==> src/hw/kbd_consts.vh <==
/*
  shared constants of the keyboard matrix encoder: matrix size, debounce
  times, clock period and code bases.
  assumes inclusion by bare name from the design files under hw/.
*/
`ifndef KBD_CONSTS_VH
`define KBD_CONSTS_VH

// ----------------------------------------------------------------------
// matrix geometry
// ----------------------------------------------------------------------
`define DRIVE_COUNT        11
`define SENSE_COUNT        8
`define LAST_DRIVE         4'ha
`define LAST_SENSE         3'h7
`define FIRST_HEX_DRIVE    4'h7

// ----------------------------------------------------------------------
// timing
// ----------------------------------------------------------------------
`define CLK_PERIOD_NS      40
`define CLOSE_DEBOUNCE_NS  1000000
`define RELEASE_DEBOUNCE_NS 5000000

// ----------------------------------------------------------------------
// code bases
// ----------------------------------------------------------------------
`define HEX_CODE_BASE      8'h80
`define DIGIT_BASE         8'h30
`define PUNCT_BASE         8'h28
`define UPPER_BASE         8'h40
`define LOWER_BASE         8'h60
`define SHIFT_FLIP         8'h10
`define CODE_SPACE         8'h20
`define CODE_LINE_FEED     8'h0a
`define CODE_ESCAPE        8'h1b
`define CODE_CR            8'h0d
`define CODE_DELETE        8'h7f

`endif

==> src/hw/key_code_map.v <==
/*
  combinational map from a matrix position and the modifier levels to an
  eight-bit key code, with a flag for positions that give no response.
  assumes drive index 0..10 and sense index 0..7 from the scan counters.
*/
`timescale 1ns/1ps
`include "kbd_consts.vh"

module key_code_map (
  // position
  input  wire [3:0] drive_idx,
  input  wire [2:0] sense_idx,
  // modifiers
  input  wire       ctrl,
  input  wire       shift,
  input  wire       alpha,
  // result
  output reg  [7:0] code,
  output reg        valid
);

  reg [7:0] letter;
  reg [7:0] normal;

  always @* begin
    code   = 8'h00;
    valid  = 1'b1;
    letter = {3'h0, drive_idx[1:0] - 2'h2, sense_idx};
    normal = 8'h00;
    if (drive_idx >= `FIRST_HEX_DRIVE) begin
      // hex keys ignore every modifier
      code = `HEX_CODE_BASE + {1'b0, drive_idx - `FIRST_HEX_DRIVE, sense_idx};
    end else if (drive_idx <= 4'h1) begin
      if (drive_idx == 4'h0)
        normal = `DIGIT_BASE + {5'h00, sense_idx};
      else if (sense_idx < 3'h4)
        normal = `DIGIT_BASE + 8'h08 + {5'h00, sense_idx};
      else
        normal = `PUNCT_BASE + {5'h00, sense_idx};
      if (ctrl)
        valid = 1'b0;
      else if (shift)
        code = normal ^ `SHIFT_FLIP;
      else
        code = normal;
    end else if (drive_idx <= 4'h5) begin
      letter = {3'h0, drive_idx[1:0] - 2'h2, sense_idx};
      if (ctrl)
        code = letter;
      else if (shift)
        code = `UPPER_BASE + letter;
      else if (alpha && letter != 8'h00 && letter < 8'h1b)
        code = `UPPER_BASE + letter;
      else
        code = `LOWER_BASE + letter;
    end else begin
      case (sense_idx)
        3'h0: code = `CODE_SPACE;
        3'h2: code = `CODE_LINE_FEED;
        3'h3: code = `CODE_ESCAPE;
        3'h5: code = `CODE_CR;
        3'h7: code = `CODE_DELETE;
        default: valid = 1'b0;
      endcase
    end
  end

endmodule // key_code_map

==> src/hw/keyboard_matrix_encoder.v <==
/*
  keyboard matrix encoder: scans an 11 x 8 switch matrix, debounces the
  first closed key, and offers its code on a three-state bus with ready
  and repeat flags for a small processor.
  assumes the processor timing pulse is far slower than mclk (at least
  eight mclk periods each phase) so the matrix settles before sampling.
*/
// How it works
// - eleven drive outputs across eight sense inputs
// - sense high means closed on driven line
// - chip selects enable bus and ready clear
// - selected bus presents the held key code
// - ready flag drops low on valid closure
// - ready rises on pulse edge during read
// - timing pulse steps scan, and clears ready during a read
// - repeat low after read while key held
// - release counts valid only after debounce delay
// - shift and control latched after debounce
// - modifiers alone never make a code
// - alpha lock is a live level
// - control over shift over alpha priority
// - drive lines eight to eleven give hex
// - valid keydown freezes the scan counters
// - ready stays high until new closure
// - first key in scan order locks others
// - repeat rises when release debounce ends
`timescale 1ns/1ps
`include "kbd_consts.vh"

module keyboard_matrix_encoder #(
  parameter [3:0] CS_ACTIVE          = 4'hf,
  parameter       CLOSE_DB_CYCLES    = (`CLOSE_DEBOUNCE_NS + `CLK_PERIOD_NS - 1)
                                       / `CLK_PERIOD_NS,
  parameter       RELEASE_DB_CYCLES  = (`RELEASE_DEBOUNCE_NS + `CLK_PERIOD_NS - 1)
                                       / `CLK_PERIOD_NS
) (
  // clock and reset
  input  wire        mclk,
  input  wire        rst_n,
  // matrix
  output reg  [10:0] drive_lines,
  input  wire [7:0]  sense_lines,
  // modifiers
  input  wire        shift_key,
  input  wire        control_key,
  input  wire        alpha_lock,
  // processor side
  input  wire        timing_pulse,
  input  wire        chip_select_a,
  input  wire        chip_select_b,
  input  wire        chip_select_c,
  input  wire        chip_select_d,
  output reg  [7:0]  bus_out,
  output wire [7:0]  bus_oe,
  output reg         key_ready_n,
  output reg         key_held_n
);

  // ----------------------------------------------------------------------
  // states
  // ----------------------------------------------------------------------
  localparam [2:0] ST_SCAN       = 3'h0;
  localparam [2:0] ST_CLOSE_DB   = 3'h1;
  localparam [2:0] ST_HELD       = 3'h2;
  localparam [2:0] ST_RELEASE_DB = 3'h3;
  localparam [2:0] ST_WAIT_READ  = 3'h4;

  // counts are compared on a 24-bit counter, so cut the integer on purpose
  localparam integer CLOSE_LAST_INT   = CLOSE_DB_CYCLES - 1;
  localparam integer RELEASE_LAST_INT = RELEASE_DB_CYCLES - 1;
  localparam [23:0]  CLOSE_LAST       = CLOSE_LAST_INT[23:0];
  localparam [23:0]  RELEASE_LAST     = RELEASE_LAST_INT[23:0];

  // ----------------------------------------------------------------------
  // pin synchronisers
  // ----------------------------------------------------------------------
  // all inputs are pins: three flops, a bit changes once stages two and
  // three agree, which also rejects single-cycle glitches
  wire [15:0] pins = {timing_pulse, chip_select_d, chip_select_c, chip_select_b,
                      chip_select_a, alpha_lock, control_key, shift_key, sense_lines};
  reg  [15:0] sync1;
  reg  [15:0] sync2;
  reg  [15:0] sync3;
  reg  [15:0] filt;
  reg         tp_prev;

  always @(posedge mclk) begin
    if (!rst_n) begin
      sync1   <= 16'h0000;
      sync2   <= 16'h0000;
      sync3   <= 16'h0000;
      filt    <= 16'h0000;
      tp_prev <= 1'b0;
    end else begin
      sync1   <= pins;
      sync2   <= sync1;
      sync3   <= sync2;
      filt    <= (sync2 & ~(sync2 ^ sync3)) | (filt & (sync2 ^ sync3));
      tp_prev <= filt[15];
    end
  end

  wire [7:0] sense    = filt[7:0];
  wire       shift_in = filt[8];
  wire       ctrl_in  = filt[9];
  wire       alpha_in = filt[10];
  wire [3:0] cs_in    = filt[14:11];
  wire       tp_rise  = filt[15] & ~tp_prev;

  // all four selects at their active level make a read cycle
  wire read_sel = &(cs_in ~^ CS_ACTIVE);

  // ----------------------------------------------------------------------
  // scan counters and code map
  // ----------------------------------------------------------------------
  reg  [3:0]  drive_idx;
  reg  [2:0]  sense_idx;
  reg  [2:0]  state;
  reg  [23:0] db_count;
  reg         shift_latch;
  reg         ctrl_latch;
  reg         read_done;
  wire        hit = sense[sense_idx];

  wire [7:0]  scan_code;
  wire        scan_valid;
  wire [7:0]  held_code;
  wire        held_valid;

  // live modifiers decide whether a key is worth a response at all
  key_code_map u_scan_map (
    .drive_idx (drive_idx),
    .sense_idx (sense_idx),
    .ctrl      (ctrl_in),
    .shift     (shift_in),
    .alpha     (alpha_in),
    .code      (scan_code),
    .valid     (scan_valid)
  );

  // latched shift/control and live alpha shape the presented code
  key_code_map u_held_map (
    .drive_idx (drive_idx),
    .sense_idx (sense_idx),
    .ctrl      (ctrl_latch),
    .shift     (shift_latch),
    .alpha     (alpha_in),
    .code      (held_code),
    .valid     (held_valid)
  );

  // ----------------------------------------------------------------------
  // control state machine
  // ----------------------------------------------------------------------
  always @(posedge mclk) begin
    if (!rst_n) begin
      state       <= ST_SCAN;
      drive_idx   <= 4'h0;
      sense_idx   <= 3'h0;
      db_count    <= 24'h000000;
      shift_latch <= 1'b0;
      ctrl_latch  <= 1'b0;
      read_done   <= 1'b0;
      key_ready_n <= 1'b1;
      key_held_n  <= 1'b1;
      bus_out     <= 8'h00;
      drive_lines <= 11'h001;
    end else begin
      drive_lines <= 11'h001 << drive_idx;
      // ready clears on a read edge; a set below in the same cycle wins
      if (tp_rise && read_sel && !key_ready_n) begin
        key_ready_n <= 1'b1;
        read_done   <= 1'b1;
      end
      case (state)
        ST_SCAN: begin
          db_count <= 24'h000000;
          if (tp_rise) begin
            if (hit && scan_valid) begin
              state <= ST_CLOSE_DB;
            end else if (sense_idx == `LAST_SENSE) begin
              sense_idx <= 3'h0;
              drive_idx <= (drive_idx == `LAST_DRIVE) ? 4'h0 : drive_idx + 4'h1;
            end else begin
              sense_idx <= sense_idx + 3'h1;
            end
          end
        end
        ST_CLOSE_DB: begin
          // bounce back to scanning if the contact drops early
          if (!hit) begin
            state <= ST_SCAN;
          end else if (db_count == CLOSE_LAST) begin
            state       <= ST_HELD;
            shift_latch <= shift_in;
            ctrl_latch  <= ctrl_in;
            key_ready_n <= 1'b0;
            read_done   <= 1'b0;
            db_count    <= 24'h000000;
          end else begin
            db_count <= db_count + 24'h000001;
          end
        end
        ST_HELD: begin
          db_count <= 24'h000000;
          if (!hit)
            state <= ST_RELEASE_DB;
          else if (read_done && key_ready_n)
            key_held_n <= 1'b0;
        end
        ST_RELEASE_DB: begin
          if (hit) begin
            state <= ST_HELD;
          end else if (db_count == RELEASE_LAST) begin
            key_held_n <= 1'b1;
            state      <= (read_done || (tp_rise && read_sel)) ? ST_SCAN : ST_WAIT_READ;
          end else begin
            db_count <= db_count + 24'h000001;
          end
        end
        ST_WAIT_READ: begin
          // released but unread: the lockout stays until the read
          if (read_done)
            state <= ST_SCAN;
        end
        default: state <= ST_SCAN;
      endcase
      // code follows the frozen position; modifiers alone never reach here
      if (state != ST_SCAN && held_valid)
        bus_out <= held_code;
    end
  end

  // ----------------------------------------------------------------------
  // three-state bus enable
  // ----------------------------------------------------------------------
  assign bus_oe = {8{read_sel}};

endmodule // keyboard_matrix_encoder

==> config.mk <==
export PLATFORM = sky130hd
export DESIGN_NAME = keyboard_matrix_encoder
export DESIGN_NICKNAME = d
export VERILOG_FILES = /design/src/hw/key_code_map.v /design/src/hw/keyboard_matrix_encoder.v
export VERILOG_INCLUDE_DIRS = /design/src /design/src/hw
export SDC_FILE = /design/constraint.sdc
export NUM_CORES = 1
export LEC_CHECK = 0
export CORE_ASPECT_RATIO = 1.75
export CORE_UTILIZATION = 45
export CTS_BUF_LIST = sky130_fd_sc_hd__clkbuf_4
export CTS_CLUSTER_DIAMETER = 80
export DETAILED_ROUTE_END_ITERATION = 8
export DONT_BUFFER_PORTS = 1
export PLACE_DENSITY_LB_ADDON = 0.15
export SETUP_SLACK_MARGIN = 0.1
export SLEW_MARGIN = 30
export SYNTH_ARGS = -nofsm -noshare
export SYNTH_HDL_FRONTEND = slang
export SYNTH_HIERARCHICAL = 1
export SYNTH_SLANG_ARGS = --single-unit
==> constraint.sdc <==
create_clock -name mclk -period 3.1 [get_ports mclk]
set_input_delay 0.155 -clock mclk [delete_from_list [all_inputs] [get_ports mclk]]
set_output_delay 0.155 -clock mclk [all_outputs]
set_load 0.01 [all_outputs]
==> results_dict.tcl, run 1 <==
set metrics [dict create \
    hp-class "primary input to flip-flop" \
    fin_crit_ps 2730 \
    core_um2 11200 \
    vias 4050 \
    die_h_um 144 \
    maxSlewViolCount 0 \
    holdPathStages 2 \
    pre_cts_slack_ps 422 \
    grt_pass1_wl_mm 17.6 \
    layout_commonest_cell "dfxtp_1" \
    syn_nets 603 \
    path_class "flip-flop to flip-flop" \
    cp-start-kind "flip-flop" \
    cts_root_buf "clkbuf_4" \
    rows 51 \
    r2r_start "sense_idx[2]" \
    cap_viol_max_count 0 \
    antenna_found_initial 1 \
    hold_violations 0 \
    hold_end "bus_out[4]" \
    reg2reg_depth 6 \
    p_per_area_nw_per_um2 484 \
    syn_inst 576 \
    drive_gt1_share_pct 9.11 \
    leakagePower_nw 2.04 \
    synth.avg_cell_area_um2 8.95 \
    grt_overflow_total 0 \
    crit_fanout 22 \
    drt_iter0_drc 143 \
    grt_use_total_pct 18.6 \
    n_fill_cell 1075 \
    fin_cells 726 \
    syn_area_um2 5150 \
    antenna_left 0 \
    cts-buffers-inserted 17 \
    nets 607 \
    post-route-util_pct 50.5 \
    die_w_um 82.9 \
    post-cts-setup-buffer-count 0 \
    drt_wl_total_mm 10.6 \
    dp_hpwl_mm 7.25 \
    io_pins 47 \
    setup_viol 0 \
    finalWorstSetupSlack_ps 369 \
    peakVddDrop_mv 0.377 \
    status "complete, no violations" \
    dp.cells 674 \
    grt_pass1_vias 3855 \
    via_per_inst 5.58 \
    clock_sinks 123 \
    max_slew_margin_pct 55.2 \
    clock_skew_ps 15.6 \
    ys_warn_count 6 \
    area_growth_pct 9.35 \
    cts_max_path_buffers 2 \
    clkTransAtPathRegs_ps 120 \
    route.detailed.drc 0 \
    r2r_slack_ps 370 \
    final_cell_mix "dfxtp_1, and2_1, a21oi_1, nand2_1, nor2_1" \
    drt_first_pass_iters 4 \
    dieArea_um2 11900 \
    hp-start "rst_n" \
    routedWlPerCell_um 14.6 \
    port_buffers 0 \
    fmax_mhz 366 \
    crit_required_ps 3540 \
    tightest_slew_ps 671 \
    rr_endpoint "db_count[22]" \
    place_congestion 0.851 \
    layout_worst_path_cycle_share_pct 88.1 \
    start_util_pct 46.2 \
    arrival_ps 3170 \
    grt_max_degree 57 \
    tns_ps 0 \
    cp-end-kind "flip-flop" \
    cts_max_level 4 \
    clock_latency_ps 520 \
    rsz0062_at_grt "no" \
    cts_tree "done" \
]
==> power breakdown <==
group          internal (mW)  switching [mW]  total (mW)
Combinational         0.0306          0.0257      0.0563
Sequential              1.61         0.00853        1.61
Clock                  0.412           0.643        1.06
==> worst max path at each step <==
stage                 start            to  slack [ps]  depth (start not counted)
2_1_floorplan  sense_idx[0]   db_count[1]         760                          8
3_3_place_gp   drive_idx[0]    bus_out[1]         490                         10
3_5_place_dp   sense_idx[2]  db_count[21]         420                          6
4_1_cts        sense_idx[2]  db_count[22]         370                          6
5_1_grt        sense_idx[2]  db_count[22]         190                          6
6_report       sense_idx[2]  db_count[22]         370                          6
==> repair_timing <==
action | CTS | global route
hold buffers | 19 | 0
hold endpoints to repair | 60 | 0
gates resized for setup | 0 | 0
endpoints found under the setup margin | 0 | 0
==> cell type report <==
cell class	count	area [um2]	share of cell area, %
clock buffers	17	128	2.26
clock inverters	15	141	2.51
flip-flops and latches	123	2460	43.7
well taps	132	165	2.93
diodes	1	2.50	0.0444
multi-input cells	398	2430	43.1
repair buffers	27	260	4.62
inverters	13	48.8	0.866
==> worst max-delay path: stages (launching register included) <==
cell and delay (ps):
dfxtp_1 610, mux4_2 420, mux2i_4 240, o211ai_2 140
a211o_1 500, or4_1 600, a21oi_1 150
==> metal layers <==
layer,wire (um),vias to the layer above,global-route usage (%),share of wire [%]
li1,-,2032,-,-
met1,4230,1931,18.1,40
met3,279,16,4.94,2.6
met2,5860,71,35.8,55
met5,0,-,0,0
met4,238,0,9.26,2.2
==> per-stage QoR <==
step           total power, mW  cell area, um2  hold slack, ps
3_5_place_dp              1.68            5150             241
2_1_floorplan             1.68            5150             282
5_1_grt                   2.84            5640            76.8
4_1_cts                   2.77            5620            49.4
3_3_place_gp              1.68            5150             238
6_report                  2.73            5640            71.5
Note: power is estimated with default switching activity, not from simulation.
==> run 2, diff against run 1 <==
CORE_ASPECT_RATIO = unset   (was 1.75)
CORE_UTILIZATION = 40   (was 45)
==> results_dict.tcl, run 2 (synthesized netlist as in run 1, its figures left out) <==
set metrics [dict create \
    cp-end-kind "flip-flop" \
    fin_crit_ps 2590 \
    core_um2 12600 \
    fmax_mhz 387 \
    leakagePower_nw 2.10 \
    antenna_found_initial 0 \
    cts-buffers-inserted 17 \
    clock_sinks 123 \
    setup_viol 0 \
    layout_worst_path_cycle_share_pct 83.4 \
    combPwrFrac_pct 1.9 \
    route.detailed.drc 0 \
    cap_viol_max_count 0 \
    grt_max_degree 57 \
    cts_max_path_buffers 2 \
    antenna_left 0 \
    die_w_um 116 \
    drive_gt1_share_pct 9.56 \
    tightest_slew_ps 1010 \
    gr-usage-met3_pct 5.75 \
    io_pins 47 \
    cp-start-kind "flip-flop" \
    via_per_inst 5.13 \
    cts_max_level 4 \
    nets 610 \
    grt_use_total_pct 16.0 \
    port_buffers 0 \
    cts_tree "done" \
    peakVddDrop_mv 0.424 \
    area_growth_pct 11.8 \
    final_cell_mix "dfxtp_1, and2_1, a21oi_1, nand2_1, nor2_1" \
    layout_commonest_cell "dfxtp_1" \
    post-cts-setup-buffer-count 0 \
    dieArea_um2 13300 \
    die_h_um 116 \
    clock_latency_ps 530 \
    hold_violations 0 \
    met1_usage_pct 21.0 \
    top_usage_layer "met2" \
    drt_iter0_drc 229 \
    p_clk_share_pct 43.8 \
    maxSlewViolCount 0 \
    grt_overflow_total 0 \
    drt_wl_total_mm 9.79 \
    finalWorstSetupSlack_ps 514 \
    dp_hpwl_mm 6.42 \
    vias 3940 \
    routedWlPerCell_um 12.7 \
    drt_first_pass_iters 5 \
    clkTransAtPathRegs_ps 120 \
    rows 41 \
    grt_pass1_vias 3412 \
    rsz0062_at_grt "no" \
    ctsHoldBuffers 19 \
    path_class "flip-flop to flip-flop" \
    switchingPower_mw 0.674 \
    grtUsageMet2_pct 23.7 \
    pwr-share-seq_pct 54.4 \
    p_int_mw 2.29 \
    crit_required_ps 3560 \
    arrival_ps 3040 \
    pre_cts_slack_ps 557 \
    start_util_pct 41.0 \
    max_slew_margin_pct 32.3 \
    tns_ps 0 \
    diodes 0 \
    p_per_area_nw_per_um2 515 \
    place_congestion 0.848 \
    status "complete, no violations" \
    clock_skew_ps 10.4 \
    hp-class "primary input to flip-flop" \
    crit_fanout 16 \
    ctsResizeCount 0 \
    cts_root_buf "clkbuf_4" \
    swShare_pct 22.7 \
    grt_pass1_wl_mm 16.5 \
]
==> run 2: final timing paths <==
| path | startpoint | endpoint | slack [ps] | depth (start not counted) |
|---|---|---|---|---|
| worst min-delay path | rst_n | ctrl_latch | 50 | 2 |
| worst min register to register | sync1[7] | sync2[7] | 440 | 1 |
| worst max register to register | sense_idx[0] | db_count[23] | 510 | 7 |
| worst max-delay path | sense_idx[0] | db_count[23] | 510 | 7 |
==> run 2: area by class of cell <==
type | count | area, um2
multi-input combinational | 398 | 2420
fill | 1227 | 6800
tap | 172 | 215
inverter | 13 | 48.8
clock buffer | 17 | 128
clock inverter | 15 | 209
timing repair buffer | 30 | 283
sequential | 123 | 2460
==> run 2: per-stage QoR <==
step | instance area [um2] | util (%) | total power, mW | hold slack [ps] | instances
2_1_floorplan | 5150 | - | 1.68 | 282 | 576
3_3_place_gp | 5230 | 41.6 | 1.68 | 235 | 717
3_5_place_dp | 5230 | 41.6 | 1.68 | 232 | 717
4_1_cts | 5760 | 45.9 | 3.02 | 8.14 | 768
5_1_grt | 5760 | 45.9 | 3.11 | 14.2 | 768
6_report | 5760 | 45.9 | 2.97 | 51.0 | 768
==> run 2: routing by layer <==
layer	wire length, um	vias up
met5	0	-
met4	150	0
met3	460	11
met2	4460	87
met1	4720	1808
li1	-	2034
==> run 2: worst max-delay path, cell delays in order (launching register included) <==
cell and delay [ps]:
dfxtp_1 410, mux4_2 560, mux2i_4 230, o211ai_2 150, a211o_1 460, buf_4 230, or3_1 340, a21oi_1 140
==> run 2: power by group through the flow <==
stage          clock network [mW]  registers (mW)  logic, mW
3_5_place_dp                    0            1.65     0.0285
6_report                     1.30            1.61     0.0554
5_1_grt                      1.43            1.62     0.0616
2_1_floorplan                   0            1.65     0.0310
3_3_place_gp                    0            1.65     0.0278
4_1_cts                      1.35            1.61     0.0565
==> run 3, diff against run 2 <==
clock period = 2.5 ns   (was 3.1 ns; I/O delays follow)
==> results_dict.tcl, run 3 (synthesized netlist as in run 1, its figures left out) <==
set metrics [dict create \
    grt_overflow_total 0 \
    post-route-util_pct 47.8 \
    cap_viol_max_count 0 \
    hold_violations 0 \
    wl_met3_um 446 \
    clock_sinks 123 \
    core_um2 12600 \
    finalWorstSetupSlack_ps 179 \
    final_cell_mix "dfxtp_1, and2_1, a21oi_1, nand2_1, nor2_1" \
    layout_worst_path_cycle_share_pct 92.8 \
    top_layer "met4" \
    cp-start-kind "flip-flop" \
    cts_max_path_buffers 2 \
    status "complete, no violations" \
    cts_max_level 4 \
    tightest_slew_ps 657 \
    clock_latency_ps 530 \
    dp_hpwl_mm 6.86 \
    leakagePower_nw 2.25 \
    nets 631 \
    cts_root_buf "clkbuf_4" \
    die_w_um 116 \
    grt_pass1_vias 3711 \
    rows 41 \
    layout_commonest_cell "dfxtp_1" \
    cts-buffers-inserted 17 \
    via_per_inst 5.19 \
    drive_gt1_share_pct 14.3 \
    die_h_um 116 \
    start_util_pct 41.0 \
    port_buffers 0 \
    route.detailed.drc 0 \
    io_pins 47 \
    n_fill_cell 1210 \
    grt_use_total_pct 16.8 \
    wl_met1_mm 4.97 \
    fin_crit_ps 2320 \
    dieArea_um2 13300 \
    max_slew_margin_pct 56.2 \
    crit_fanout 5 \
    rsz0062_at_grt "yes" \
    clkTransAtPathRegs_ps 120 \
    tns_ps 0 \
    place_congestion 0.860 \
    wl_met2_mm 4.72 \
    pre_cts_slack_ps 16.3 \
    dp.cells 735 \
    grt_pass1_wl_mm 17.4 \
    fmax_mhz 431 \
    grt_max_degree 58 \
    arrival_ps 2780 \
    drt_wl_total_mm 10.2 \
    clock_skew_ps 16.8 \
    drt_first_pass_iters 4 \
    hp-class "primary input to flip-flop" \
    antenna_found_initial 0 \
    placed_area_um2 5380 \
    crit_required_ps 2960 \
    maxSlewViolCount 0 \
    diodes 0 \
    area_growth_pct 16.6 \
    p_per_area_nw_per_um2 611 \
    path_class "flip-flop to flip-flop" \
    cp-end-kind "flip-flop" \
    setup_viol 0 \
    fin_cells 788 \
    peakVddDrop_mv 0.436 \
    routedWlPerCell_um 13.0 \
    vias 4093 \
    r2r_slack_ps 180 \
    drt_iter0_drc 250 \
    antenna_left 0 \
    final_area_um2 6010 \
    cts_tree "done" \
]
-- run 3: power breakdown --
group | switching, mW | internal [mW] | total (mW)
registers | 0.0105 | 1.99 | 2.00
clock network | 0.788 | 0.814 | 1.60
logic | 0.0313 | 0.0380 | 0.0693
-- run 3: area by class of cell --
cell class                      instances  area, um2  share of cell area (%)
Multi-Input combinational cell        399       2500                    41.6
Sequential cell                       123       2470                    41.0
Timing Repair Buffer                   50        445                    7.41
Tap cell                              172        215                    3.58
Clock inverter                         14        205                    3.41
Clock buffer                           17        128                    2.12
Inverter                               13       48.8                   0.812
-- run 3: metrics by stage --
step	power (mW)	hold slack [ps]
global route	3.84	171
finish	3.67	242
global placement	2.08	207
floorplan	2.08	252
detailed placement	2.08	205
CTS	3.73	175
-- run 3: repair_timing --
action	in CTS	in global routing
setup buffers	2	0
hold endpoints to repair	69	0
gates cloned	1	0
setup endpoints to repair	8	17
hold buffers	19	0
resized for setup	5	9
pin swaps	2	5
-- run 3: path summary, 6_finish.rpt --
check | startpoint | endpoint | cells past startpoint
worst min register to register | sync1[7] | sync2[7] | 1
worst max register to register | sense_idx[0] | db_count[19] | 6
worst max-delay path | sense_idx[0] | db_count[19] | 6
worst min-delay path | sense_lines[3] | sync1[3] | 2
-- run 3: per-layer routing --
metal	track usage, %	vias to the layer above
met4	7.53	0
li1	-	2085
met1	21.1	1906
met3	5.60	9
met2	26.1	93
met5	0	-
-- run 3: worst max-delay path, stage by stage (launching register included) --
cell and delay [ps]:
dfxtp_4 380, mux4_2 530, mux2i_4 200, o211ai_4 120, a211o_4 380, or4_4 520, a21oi_2 140
